### config.mk
export PLATFORM = sky130hd
export DESIGN_NAME = sfd_top
export DESIGN_NICKNAME = d
export VERILOG_FILES = /design/src/rtl/sfd_pkg.sv /design/src/rtl/sfd_sync.sv /design/src/rtl/sfd_clkgen.sv /design/src/rtl/sfd_top.sv
export SDC_FILE = /design/constraint.sdc
export NUM_CORES = 1
export LEC_CHECK = 0
export BUFFER_PORTS_ARGS = -buffer_cell sky130_fd_sc_hd__buf_2
export CORE_MARGIN = 2
export CORE_UTILIZATION = 59
export DETAILED_ROUTE_END_ITERATION = 7
export HOLD_SLACK_MARGIN = 0.05
export PLACE_DENSITY = 0.86
export SYNTH_ARGS = -nofsm -noshare
export SYNTH_HDL_FRONTEND = slang
export SYNTH_SLANG_ARGS = --single-unit
export TNS_END_PERCENT = 30
### constraint.sdc
create_clock -name clk_sys -period 7.3 [get_ports clk_sys]
set_input_delay 0.73 -clock clk_sys [delete_from_list [all_inputs] [get_ports clk_sys]]
set_output_delay 0.73 -clock clk_sys [all_outputs]
set_load 0.005 [all_outputs]
### src/rtl/sfd_pkg.sv
// constants and types shared by the serial full-duplex transfer block
package sfd_pkg;
   // register byte offsets
   localparam logic [7:0] OFS_CTRL = 8'h00;
   localparam logic [7:0] OFS_DATA = 8'h04;
   localparam logic [7:0] OFS_STAT = 8'h08;
   localparam logic [7:0] OFS_ISTAT = 8'h0C;
   localparam logic [7:0] OFS_ICLR = 8'h10;
   localparam logic [7:0] OFS_IEN = 8'h14;

   // serial_control_one field positions
   localparam int CTRL_START = 7;
   localparam int CTRL_ABORT = 6;
   localparam int CTRL_MODE_LO = 4;
   localparam int CTRL_SCK_LO = 0;
   localparam logic [7:0] CTRL_RST = 8'h00;
   localparam logic [7:0] CTRL_STORE_MASK = 8'hB7;

   // serial_status_reg field positions
   localparam int STAT_ACTIVE = 0;
   localparam int STAT_WAIT = 1;
   localparam int STAT_RD_PEND = 2;
   localparam int STAT_WR_PEND = 3;

   // interrupt status/enable/clear bit positions
   localparam int IRQ_BYTE = 0;
   localparam int IRQ_END = 1;
   localparam int IRQ_BITS = 2;

   localparam logic [7:0] DATA_RST = 8'h00;
   localparam logic [2:0] SCK_EXT = 3'h7;
   localparam logic [2:0] LAST_BIT = 3'h7;
   localparam int DIV_BASE_DEF = 4;

   typedef enum logic [1:0] {
      MODE_TX = 2'h0,
      MODE_RSV = 2'h1,
      MODE_TRX = 2'h2,
      MODE_RX = 2'h3
   } sfd_mode_t;

   // gray order idle -> shift -> wait
   typedef enum logic [1:0] {
      ST_IDLE = 2'h0,
      ST_SHIFT = 2'h1,
      ST_WAIT = 2'h3
   } sfd_state_t;
endpackage : sfd_pkg

### src/rtl/sfd_sync.sv
// two-flop synchroniser for pin inputs
`timescale 1ns/1ns
`default_nettype none
module sfd_sync #(
   parameter int W = 1
) (
   input wire logic clk_sys,
   input wire logic rstn,
   input wire logic [W-1:0] d,
   output logic [W-1:0] q
);
   logic [W-1:0] meta_q;

   if (W < 1) begin : g_bad_width
      $error("sfd_sync width must be at least 1");
   end

   always_ff @(posedge clk_sys or negedge rstn) begin
      if (!rstn) begin
         meta_q <= '0;
         q <= '0;
      end else begin
         meta_q <= d;
         q <= meta_q;
      end
   end
endmodule : sfd_sync
`default_nettype wire

### src/rtl/sfd_clkgen.sv
// half-period tick divider for the internal serial clock
`timescale 1ns/1ns
`default_nettype none
module sfd_clkgen #(
   parameter int DIV_BASE = sfd_pkg::DIV_BASE_DEF
) (
   input wire logic clk_sys,
   input wire logic rstn,
   input wire logic run,
   input wire logic [2:0] sel,
   output logic tick
);
   logic [15:0] cnt_q;
   wire [15:0] limit;

   // largest half period is DIV_BASE * 64 cycles, must fit the counter
   if (DIV_BASE < 1 || DIV_BASE > 1023) begin : g_bad_div
      $error("sfd_clkgen DIV_BASE out of range");
   end

   function automatic logic [15:0] half_limit(input logic [2:0] s);
      half_limit = 16'(DIV_BASE << s) - 16'h0001;
   endfunction : half_limit

   assign limit = half_limit(sel);
   assign tick = run && (cnt_q >= limit);

   // counter restarts whenever the clock is parked
   always_ff @(posedge clk_sys or negedge rstn) begin
      if (!rstn) begin
         cnt_q <= 16'h0000;
      end else if (!run || tick) begin
         cnt_q <= 16'h0000;
      end else begin
         cnt_q <= cnt_q + 16'h0001;
      end
   end
endmodule : sfd_clkgen
`default_nettype wire

### src/rtl/sfd_top.sv
// clocked serial full-duplex transfer unit with register port
// Notes on behaviour
// - drive on falling, sample on rising, lsb
// - after eight bits, buffer gets byte (not in tx mode), irq
// - internal clock waits for the read and/or write its mode needs
// - old last bit held until first fall
// - cleared start finishes current byte first
// - abort stops at once, clears active
// - active flag clears when stop completes
// - mode change discards buffer contents
// - last bit held on serial out after end
// - select 111 means external clock in
// - internal clock pin high at start
// - mode field picks tx, rx or both
`timescale 1ns/1ns
`default_nettype none
module sfd_top #(
   parameter int DIV_BASE = sfd_pkg::DIV_BASE_DEF
) (
   input wire logic clk_sys,
   input wire logic rstn,
   input wire logic [7:0] reg_addr,
   input wire logic [31:0] reg_wdata,
   input wire logic reg_wr,
   input wire logic reg_rd,
   output logic [31:0] reg_rdata,
   output logic buffer_irq,
   input wire logic serial_clock_pin_i,
   output logic serial_clock_pin_o,
   output logic serial_clock_pin_oe_n,
   output logic serial_out_pin,
   input wire logic serial_in_pin
);
   sfd_pkg::sfd_state_t state_q, state_d;
   logic [7:0] serial_control_one;
   logic [7:0] shared_data_buffer;
   logic [7:0] tx_shift_q;
   logic [7:0] rx_shift_q;
   logic [2:0] bit_cnt_q;
   logic xfer_active_flag;
   logic rd_pend_q;
   logic wr_pend_q;
   logic sck_q;
   logic sck_prev_q;
   logic so_q;
   logic [sfd_pkg::IRQ_BITS-1:0] irq_stat_q;
   logic [sfd_pkg::IRQ_BITS-1:0] irq_en_q;
   logic [31:0] rdata_q;
   logic sck_s;
   logic si_s;
   logic tick;

   // register decode
   wire wr_ctrl = reg_wr && (reg_addr == sfd_pkg::OFS_CTRL);
   wire wr_data = reg_wr && (reg_addr == sfd_pkg::OFS_DATA);
   wire rd_data = reg_rd && (reg_addr == sfd_pkg::OFS_DATA);
   wire wr_iclr = reg_wr && (reg_addr == sfd_pkg::OFS_ICLR);
   wire wr_ien = reg_wr && (reg_addr == sfd_pkg::OFS_IEN);

   wire xfer_start_bit = serial_control_one[sfd_pkg::CTRL_START];
   wire [1:0] xfer_mode_sel = serial_control_one[sfd_pkg::CTRL_MODE_LO +: 2];
   wire [2:0] sck_sel = serial_control_one[sfd_pkg::CTRL_SCK_LO +: 3];
   wire [1:0] new_mode = reg_wdata[sfd_pkg::CTRL_MODE_LO +: 2];
   wire xfer_abort_bit = wr_ctrl && reg_wdata[sfd_pkg::CTRL_ABORT];

   wire ext_mode = (sck_sel == sfd_pkg::SCK_EXT);
   // mode decides which directions use the buffer
   wire need_rd = (xfer_mode_sel != sfd_pkg::MODE_TX);
   wire need_wr = (xfer_mode_sel != sfd_pkg::MODE_RX);
   wire mode_chg = wr_ctrl && (new_mode != xfer_mode_sel);

   // start only from idle with a usable mode
   wire go = wr_ctrl && reg_wdata[sfd_pkg::CTRL_START] && !xfer_abort_bit
      && (new_mode != sfd_pkg::MODE_RSV) && (state_q == sfd_pkg::ST_IDLE);

   sfd_sync #(
      .W(2)
   ) u_sync (
      .clk_sys(clk_sys),
      .rstn(rstn),
      .d({serial_clock_pin_i, serial_in_pin}),
      .q({sck_s, si_s})
   );

   sfd_clkgen #(
      .DIV_BASE(DIV_BASE)
   ) u_clkgen (
      .clk_sys(clk_sys),
      .rstn(rstn),
      .run((state_q == sfd_pkg::ST_SHIFT) && !ext_mode),
      .sel(sck_sel),
      .tick(tick)
   );

   // edge events, internal or external
   wire shifting = (state_q == sfd_pkg::ST_SHIFT);
   wire ext_fall = sck_prev_q && !sck_s;
   wire ext_rise = !sck_prev_q && sck_s;
   wire fall_ev = shifting && (ext_mode ? ext_fall : (tick && sck_q));
   wire rise_ev = shifting && (ext_mode ? ext_rise : (tick && !sck_q));
   wire byte_done = rise_ev && (bit_cnt_q == sfd_pkg::LAST_BIT);
   wire [7:0] rx_next = {si_s, rx_shift_q[7:1]};
   // first fall of a byte takes straight from the buffer
   wire out_bit = (bit_cnt_q == 3'h0) ? shared_data_buffer[0] : tx_shift_q[0];
   wire [7:0] tx_rest = (bit_cnt_q == 3'h0) ? {1'b0, shared_data_buffer[7:1]}
      : {1'b0, tx_shift_q[7:1]};
   wire resume = !rd_pend_q && !wr_pend_q;
   wire xfer_end = (state_q != sfd_pkg::ST_IDLE)
      && (state_d == sfd_pkg::ST_IDLE);
   wire [sfd_pkg::IRQ_BITS-1:0] irq_ev = {xfer_end, byte_done};

   always_comb begin
      state_d = state_q;
      case (state_q)
         sfd_pkg::ST_IDLE: begin
            if (go) begin
               state_d = sfd_pkg::ST_SHIFT;
            end
         end
         sfd_pkg::ST_SHIFT: begin
            // a cleared start ends only at byte boundary
            if (byte_done && !xfer_start_bit) begin
               state_d = sfd_pkg::ST_IDLE;
            end else if (byte_done && !ext_mode) begin
               state_d = sfd_pkg::ST_WAIT;
            end
         end
         sfd_pkg::ST_WAIT: begin
            if (!xfer_start_bit) begin
               state_d = sfd_pkg::ST_IDLE;
            end else if (resume) begin
               state_d = sfd_pkg::ST_SHIFT;
            end
         end
         default: begin
            state_d = sfd_pkg::ST_IDLE;
         end
      endcase
      if (xfer_abort_bit) begin
         state_d = sfd_pkg::ST_IDLE;
      end
   end

   always_ff @(posedge clk_sys or negedge rstn) begin
      if (!rstn) begin
         state_q <= sfd_pkg::ST_IDLE;
         xfer_active_flag <= 1'b0;
         sck_prev_q <= 1'b1;
      end else begin
         state_q <= state_d;
         xfer_active_flag <= (state_d != sfd_pkg::ST_IDLE);
         sck_prev_q <= sck_s;
      end
   end

   // internal clock idles and starts high
   always_ff @(posedge clk_sys or negedge rstn) begin
      if (!rstn) begin
         sck_q <= 1'b1;
      end else if (state_d == sfd_pkg::ST_IDLE || ext_mode) begin
         sck_q <= 1'b1;
      end else if (shifting && tick) begin
         sck_q <= !sck_q;
      end
   end

   // shift out on fall, in on rise, lsb first
   always_ff @(posedge clk_sys or negedge rstn) begin
      if (!rstn) begin
         bit_cnt_q <= 3'h0;
         tx_shift_q <= 8'h00;
         rx_shift_q <= 8'h00;
         so_q <= 1'b1;
      end else if (xfer_abort_bit || go) begin
         bit_cnt_q <= 3'h0;
      end else begin
         // serial out changes only on a fall
         if (fall_ev) begin
            so_q <= out_bit;
            tx_shift_q <= tx_rest;
         end
         if (rise_ev) begin
            rx_shift_q <= rx_next;
            bit_cnt_q <= bit_cnt_q + 3'h1;
         end
      end
   end

   // buffer and its service flags; hardware set beats read/write clear, abort clear beats set
   always_ff @(posedge clk_sys or negedge rstn) begin
      if (!rstn) begin
         shared_data_buffer <= sfd_pkg::DATA_RST;
         rd_pend_q <= 1'b0;
         wr_pend_q <= 1'b0;
      end else begin
         if (mode_chg) begin
            shared_data_buffer <= sfd_pkg::DATA_RST;
         end else if (byte_done && need_rd) begin
            shared_data_buffer <= rx_next;
         end else if (wr_data) begin
            shared_data_buffer <= reg_wdata[7:0];
         end
         if (xfer_abort_bit) begin
            rd_pend_q <= 1'b0;
         end else if (byte_done && need_rd) begin
            rd_pend_q <= 1'b1;
         end else if (rd_data) begin
            rd_pend_q <= 1'b0;
         end
         if (xfer_abort_bit) begin
            wr_pend_q <= 1'b0;
         end else if (byte_done && need_wr) begin
            wr_pend_q <= 1'b1;
         end else if (wr_data) begin
            wr_pend_q <= 1'b0;
         end
      end
   end

   // control register; abort is a write pulse and also drops start
   always_ff @(posedge clk_sys or negedge rstn) begin
      if (!rstn) begin
         serial_control_one <= sfd_pkg::CTRL_RST;
      end else if (xfer_abort_bit) begin
         serial_control_one <= reg_wdata[7:0] & sfd_pkg::CTRL_STORE_MASK
            & ~(8'h01 << sfd_pkg::CTRL_START);
      end else if (wr_ctrl) begin
         serial_control_one <= reg_wdata[7:0] & sfd_pkg::CTRL_STORE_MASK;
      end
   end

   // sticky events, set wins over clear
   always_ff @(posedge clk_sys or negedge rstn) begin
      if (!rstn) begin
         irq_stat_q <= '0;
         irq_en_q <= '0;
      end else begin
         irq_stat_q <= (irq_stat_q
            & ~(wr_iclr ? reg_wdata[sfd_pkg::IRQ_BITS-1:0] : '0)) | irq_ev;
         if (wr_ien) begin
            irq_en_q <= reg_wdata[sfd_pkg::IRQ_BITS-1:0];
         end
      end
   end

   wire [7:0] serial_status_reg = {4'h0, wr_pend_q, rd_pend_q,
      state_q == sfd_pkg::ST_WAIT, xfer_active_flag};
   wire [31:0] rd_mux =
      (reg_addr == sfd_pkg::OFS_CTRL) ? {24'h000000, serial_control_one} :
      (reg_addr == sfd_pkg::OFS_DATA) ? {24'h000000, shared_data_buffer} :
      (reg_addr == sfd_pkg::OFS_STAT) ? {24'h000000, serial_status_reg} :
      (reg_addr == sfd_pkg::OFS_ISTAT) ? {30'h00000000, irq_stat_q} :
      (reg_addr == sfd_pkg::OFS_IEN) ? {30'h00000000, irq_en_q} :
      32'h00000000;

   // read data valid the cycle after the strobe only
   always_ff @(posedge clk_sys or negedge rstn) begin
      if (!rstn) begin
         rdata_q <= 32'h00000000;
      end else begin
         rdata_q <= reg_rd ? rd_mux : 32'h00000000;
      end
   end

   assign reg_rdata = rdata_q;
   assign buffer_irq = |(irq_stat_q & irq_en_q);
   assign serial_clock_pin_o = sck_q;
   // pin released when clock comes from outside
   assign serial_clock_pin_oe_n = ext_mode;
   assign serial_out_pin = so_q;
endmodule : sfd_top
`default_nettype wire

### Word level (Yosys, flattened, before mapping)

Index checks and enable logic that the tools add are counted.

* register bits after elaboration: 75
* input port bits: 46
* output and inout port bits: 36
* logic and storage cells: 129

* equal/unequal tests: 12
* muxes and demuxes: 34
* shift-type cells: 1
* reduce and logical (&&, ||, !) cells: 55
* add/sub/neg operators: 3
* bitwise gates (word level): 5
* magnitude comparators: 1

Operator list (count)
* 2-to-1 mux 8 bit: 8
* logical AND 1 bit: 27
* 2-to-1 mux 2 bit: 9
* adder 16 x 1 -> 16 bit (second input constant): 1
* == test 8 x 4 -> 1 bit (second input constant): 2
* == test 8 x 5 -> 1 bit (second input constant): 2
* >= comparator 16 bit: 1
* 2-to-1 mux 16 bit: 1
* left shift 3 x 3 -> 16 bit (first input constant): 1
* subtractor 16 x 1 -> 16 bit (second input constant): 1
* nonzero test 2 bit: 6
* 2-to-1 mux 1 bit: 11
* logical NOT 1 bit: 9
* nonzero test 3 bit: 3
* == test 8 x 3 -> 1 bit (second input constant): 1
* logical NOT 8 bit: 1
* 2-to-1 mux 7 bit: 1
* == test 3 bit (second input constant): 2
* 2-to-1 mux 3 bit: 2
* one-hot mux 2 bit (3 select lines): 1
* bitwise AND 2 bit: 2
* logical NOT 2 bit: 2
* 2-to-1 mux 4 bit: 1
* AND reduction 2 bit: 2
* 12 further kinds: 14

### Depth between registers and ports, before layout

* depth after elaboration: 16
* depth in mapped cells: 10
* gate-level depth less buffers: 8

### Modules after synthesis

From an unflattened synthesis, not the netlist that was laid out.

* cells, all modules: 359
* area, all modules: 3804.9 µm²

By module, submodules not included
* sfd_top: area each 2851.5 µm², times used 1, cells an instance 267, seq. area each 1280.0 µm²
* sfd_clkgen: area each 853.3 µm², times used 1, cells an instance 88, seq. area each 400.4 µm²
* sfd_sync: area each 100.1 µm², times used 1, cells an instance 4, seq. area each 100.1 µm²

### Worst setup path after synthesis

No wires, ideal clock.

* path type: reg2reg
* from: register serial_control_one[1]
* to: register rx_shift_q[1]
* setup slack: 4.913 ns
* arrival time: 2.261 ns
* setup time: 0.125 ns
* period minus slack after synthesis: 2.387 ns
* buffers on the path: 2
* stages on the path, launching flop included: 11
* data required time: 7.175 ns
* cell sequence: dfrtp_1 > buf_2 > nor3_1 > ha_1 > a211oi_1 > o21ai_1 > a211oi_4 > o21bai_4 > and2_4 > buf_6 > mux2_4

* cells in the longest elaborated chain, start to end: 8
* elaborated cells between the ends (all ways): 11
* those cells by class: 1 x add/sub; 1 x order compare; 1 x eq/ne; 1 x shift; 1 x mux; 6 x reduce/logical

Ends and longest elaborated chain
* from (decl): RTL line sfd_top.sv:35 `logic [7:0] serial_control_one;`
* from (signal assigned): RTL line sfd_top.sv:223 `serial_control_one <= sfd_pkg::CTRL_RST;`
* from (signal assigned): RTL line sfd_top.sv:225 `serial_control_one <= reg_wdata[7:0] & sfd_pkg::CTRL_STORE_MASK`
* from (signal assigned): RTL line sfd_top.sv:228 `serial_control_one <= reg_wdata[7:0] & sfd_pkg::CTRL_STORE_MASK;`
* left shift 3 x 3 -> 16 bit / == test 3 bit (equally long branches): RTL line sfd_clkgen.sv:22, sfd_top.sv:66
* subtractor 16 x 1 -> 16 bit / logical NOT 1 bit (equally long branches): RTL line sfd_clkgen.sv:22, sfd_top.sv:90
* >= comparator 16 bit / logical AND 1 bit (equally long branches): RTL line sfd_clkgen.sv:26, sfd_top.sv:90
* logical AND 1 bit: RTL line sfd_clkgen.sv:26 `assign tick = run && (cnt_q >= limit);`
* logical AND 1 bit: RTL line sfd_top.sv:100 `wire rise_ev = shifting && (ext_mode ? ext_rise : (tick && !sck_q));`
* 2-to-1 mux 1 bit (*): RTL line sfd_top.sv:100
* logical AND 1 bit (*): RTL line sfd_top.sv:100
* AND reduction 2 bit (no line) (*)
* to (signal assigned): RTL line sfd_top.sv:183 `rx_shift_q <= rx_next;`
* to (decl): RTL line sfd_top.sv:38 `logic [7:0] rx_shift_q;`

Mark *: on every way between the ends. The rest lies on a longest branch, timed or not.
A chain may end at the register's enable or synchronous reset.

### Worst setup path in the final report

* from: register serial_control_one[1]
* to: register tx_shift_q[6]

* cells in the longest elaborated chain, start to end: 8
* elaborated cells between the ends (all ways): 11
* those cells by class: 1 x add/sub; 1 x order compare; 1 x eq/ne; 1 x shift; 1 x mux; 6 x reduce/logical

Ends and longest elaborated chain
* left shift 3 x 3 -> 16 bit / == test 3 bit (equally long branches): RTL line sfd_clkgen.sv:22, sfd_top.sv:66
* subtractor 16 x 1 -> 16 bit / logical NOT 1 bit (equally long branches): RTL line sfd_clkgen.sv:22, sfd_top.sv:90
* >= comparator 16 bit / logical AND 1 bit (equally long branches): RTL line sfd_clkgen.sv:26, sfd_top.sv:90
* logical AND 1 bit: RTL line sfd_clkgen.sv:26
* logical AND 1 bit: RTL line sfd_top.sv:99 `wire fall_ev = shifting && (ext_mode ? ext_fall : (tick && sck_q));`
* 2-to-1 mux 1 bit (*): RTL line sfd_top.sv:99
* logical AND 1 bit (*): RTL line sfd_top.sv:99
* AND reduction 2 bit (no line) (*)
* to (signal assigned): RTL line sfd_top.sv:180 `tx_shift_q <= tx_rest;`
* to (decl): RTL line sfd_top.sv:37 `logic [7:0] tx_shift_q;`

Marks and branches as above.

==> results.md <==
* First-pass GRT wire length at 11.9 mm
* Setup Fix Bufs, Post-CTS at 0
* Most common cell after layout, fill and taps aside: dfrtp_1
* Setup violations, final at 0
* Leak at 1.97 nW
* Synthesis-stage register bit count at 71
* Die width at 83.4 µm
* Sink Count at 71
* Max-cap violations at 0
* Worst slack at placement at 4.47 ns
* Number of synthesized flops with an enable pin at 0
* Skew final at approximately 0.011 ns
* Worst Setup Start Kind: flip-flop
* Peak supply drop at 0.217 mV
* Overflow after GRT at 0
* HP Class: reg2reg
* Prevailing post-synth register cell: dfrtp_1
* Most frequent cells in the layout: dfrtp_1, nor2_1, buf_2, conb_1
* # rows at 28
* DRT antenna net count at 0
* Post-synth cell types at 53
* Slew Limit Headroom at 0.411
* Cts repair resizes at 0
* Setup TNS at 0 ns
* Largest net degree at the start of global routing at between 70 and 80
* Clock tree buffer depth at 2
* Fin. max-slew vios at 0
* Min Tclk post-route at approximately 2.7 ns
* Number of global-route vias before repair at between 2000 and 3000
* Period utilization at 0.376
* Dpl hpwl at 5.02 mm
* Antenna violations before repair at 0
* CP Capture Type: flip-flop
* Syn Area/Cell at 10.6 µm²
* Worst-margin pin slew at 0.883 ns
* Share of async-settable or async-resettable flops after synthesis at 1.00
* Gpl congestion at between 0.8 and 0.9
* RSZ-0062 raised after global routing: false
* # hold bufs at CTS at 0
* Worst skew pair latency at 0.35 ns
* Synthesis-to-layout area growth at 9.86%
* DRC violations left at 0
* Initial Util at 0.621
* Share of layout cells above drive strength 1 at 0.202
* Iteration-0 DRC Markers at around 150
* GRT Util Overall at 0.216
* Total clock buffers created by CTS at 9
* IO Port Bufs at 33
* H-tree levels at 3
* Number of vias in the routed layout at 2635
* Drt pass-1 iters at 4
* Fin util at 0.682
* CP arrival at between 2 and 3 ns
* Crit path kind: reg2reg
* Pwr dens at just over 300 nW/µm²
* Drt via density at 5.64
* Worst setup margin at about 4.6 ns
* NumNets Final at approximately 450
* Fin Hold WS at 0.352 ns
* YS warnings at 0
* Endpoints failing hold at 0
* IO Pins at 82
* Antenna cell count at 0
* Die height at 83.4 µm
* Worst EP required at 7.54 ns
* Fmax at approximately 360 MHz
* TritonCTS clock tree: built
* Die ar. at 6950 µm²
* Synthesized cell area at 3720 µm²
* Synth Instances at 351
* Sequential fraction of the synthesis area at 0.479
* Core Footprint at 5990 µm²
* Post-DR wirelength/cell at 15.1 µm
* CP Max Fanout at 15
* Status: completed
* WL final at around 7.1 mm
* Total Power at 1.27 mW
* Root buf cell: clkbuf_8
* Reg clk slew, reported paths at 0.08 ns
[report_power, final]
part / internal [mW] / leakage (nW) / switching [mW]
Combinational: 0.178 / 0.975 / 0.173
Sequential: 0.483 / 0.882 / 0.0680
Clock: 0.226 / 0.112 / 0.145
[synth_stat cells (2+ instances only)]
master    instances  share of area
o21ai_0          13          0.017
nand3b_1          2         0.0040
o21ai_1           2         0.0027
clkbuf_1          4         0.0040
a21oi_1          21          0.028
a22oi_1           2         0.0040
nand3_1          10          0.013
a22o_1            2         0.0047
mux2_4            7          0.028
buf_2             7         0.0094
mux2i_1          22          0.059
and2_1            2         0.0034
o21a_1            3         0.0061
dfstp_2           3          0.021
mux2_2            8          0.024
and3_1            3         0.0050
nor3b_1           3         0.0061
nand2b_1          2         0.0034
buf_4            25          0.050
dfrtp_1          68           0.46
conb_1            2         0.0020
o32ai_1           2         0.0047
xnor2_1           6          0.014
xor2_1            6          0.014
inv_1            10          0.010
nand4_1           4         0.0067
nor2_1           33          0.033
and4_1            4         0.0094
o211ai_1          2         0.0040
nor3_1            6         0.0081
a31oi_1          10          0.017
nand2_1          22          0.022
nor2b_1           4         0.0067
ha_1             12          0.040
[sequential cells by signal, summed over array words and instances (netlist names), 3 cells and up]
register            count
shared_data_buffer      8
rx_shift_q              7
tx_shift_q              7
u_clkgen.cnt_q         16
serial_control_one      6
bit_cnt_q               3
reg_rdata               8
[final timing paths]
| path | from | to | slack [ns] | depth (start not counted) |
|---|---|---|---|---|
| hold reg to reg | u_sync.meta_q[0]$_DFF_PN0_ | u_sync.q[0]$_DFF_PN0_ | 0.35 | 0 |
| max in group asynchronous | rstn | bit_cnt_q[1]$_DFFE_PN0P_ | 6.14 | 2 |
| setup / recovery | serial_control_one[1]$_DFFE_PN0P_ | tx_shift_q[6]$_DFFE_PN0P_ | 4.55 | 9 |
| min in group asynchronous | rstn | u_clkgen.cnt_q[12]$_DFF_PN0_ | 0.58 | 2 |
| hold / removal | u_sync.meta_q[0]$_DFF_PN0_ | u_sync.q[0]$_DFF_PN0_ | 0.35 | 0 |
| setup reg to reg | serial_control_one[1]$_DFFE_PN0P_ | tx_shift_q[6]$_DFFE_PN0P_ | 4.55 | 9 |
[layer usage]
metal	track usage	routed length [µm]
met3	0.0467	339
met2	0.342	3410
met4	0.101	187
met1	0.283	3130
met5	0	0
[per-stage QoR]
step                instance area [µm²]  instances
floorplan                          3820        379
global placement                   3850        451
detailed placement                 3850        451
CTS                                4090        467
global route                       4090        467
finish                             4090        467
[critical path, cell delays in order, from the launching register on]
cell      delay, ns
dfrtp_1        0.48
nor3_1         0.27
ha_1           0.28
a211oi_1       0.27
o21ai_1        0.16
a211oi_4       0.38
o32ai_1        0.16
buf_4          0.21
nand2_1        0.08
mux2_2         0.32
[logic make-up (layout without fill, tap and decap cells)]
family / Yosys count / after routing / synth area share
other: 2 / 30 / 0.00202
AOI/OAI and AO/OA: 67 / 67 / 0.121
buffers and inverters: 49 / 62 / 0.0794
adders and majority gates: 12 / 12 / 0.0404
xor gates and xnor gates: 12 / 12 / 0.0283
and+or+nand+nor: 101 / 101 / 0.138
DFF: 71 / 71 / 0.479
muxes: 37 / 37 / 0.112
[final cells by class]
class,count,area [µm²]
inverter,10,37.5
sequential,71,1780
multi-input combinational,259,1750
clock inverter,6,110
timing repair buffer,36,188
tap,75,93.8
clock buffer,10,128
fill,437,1910
Note: power is estimated with default switching activity, not from simulation.
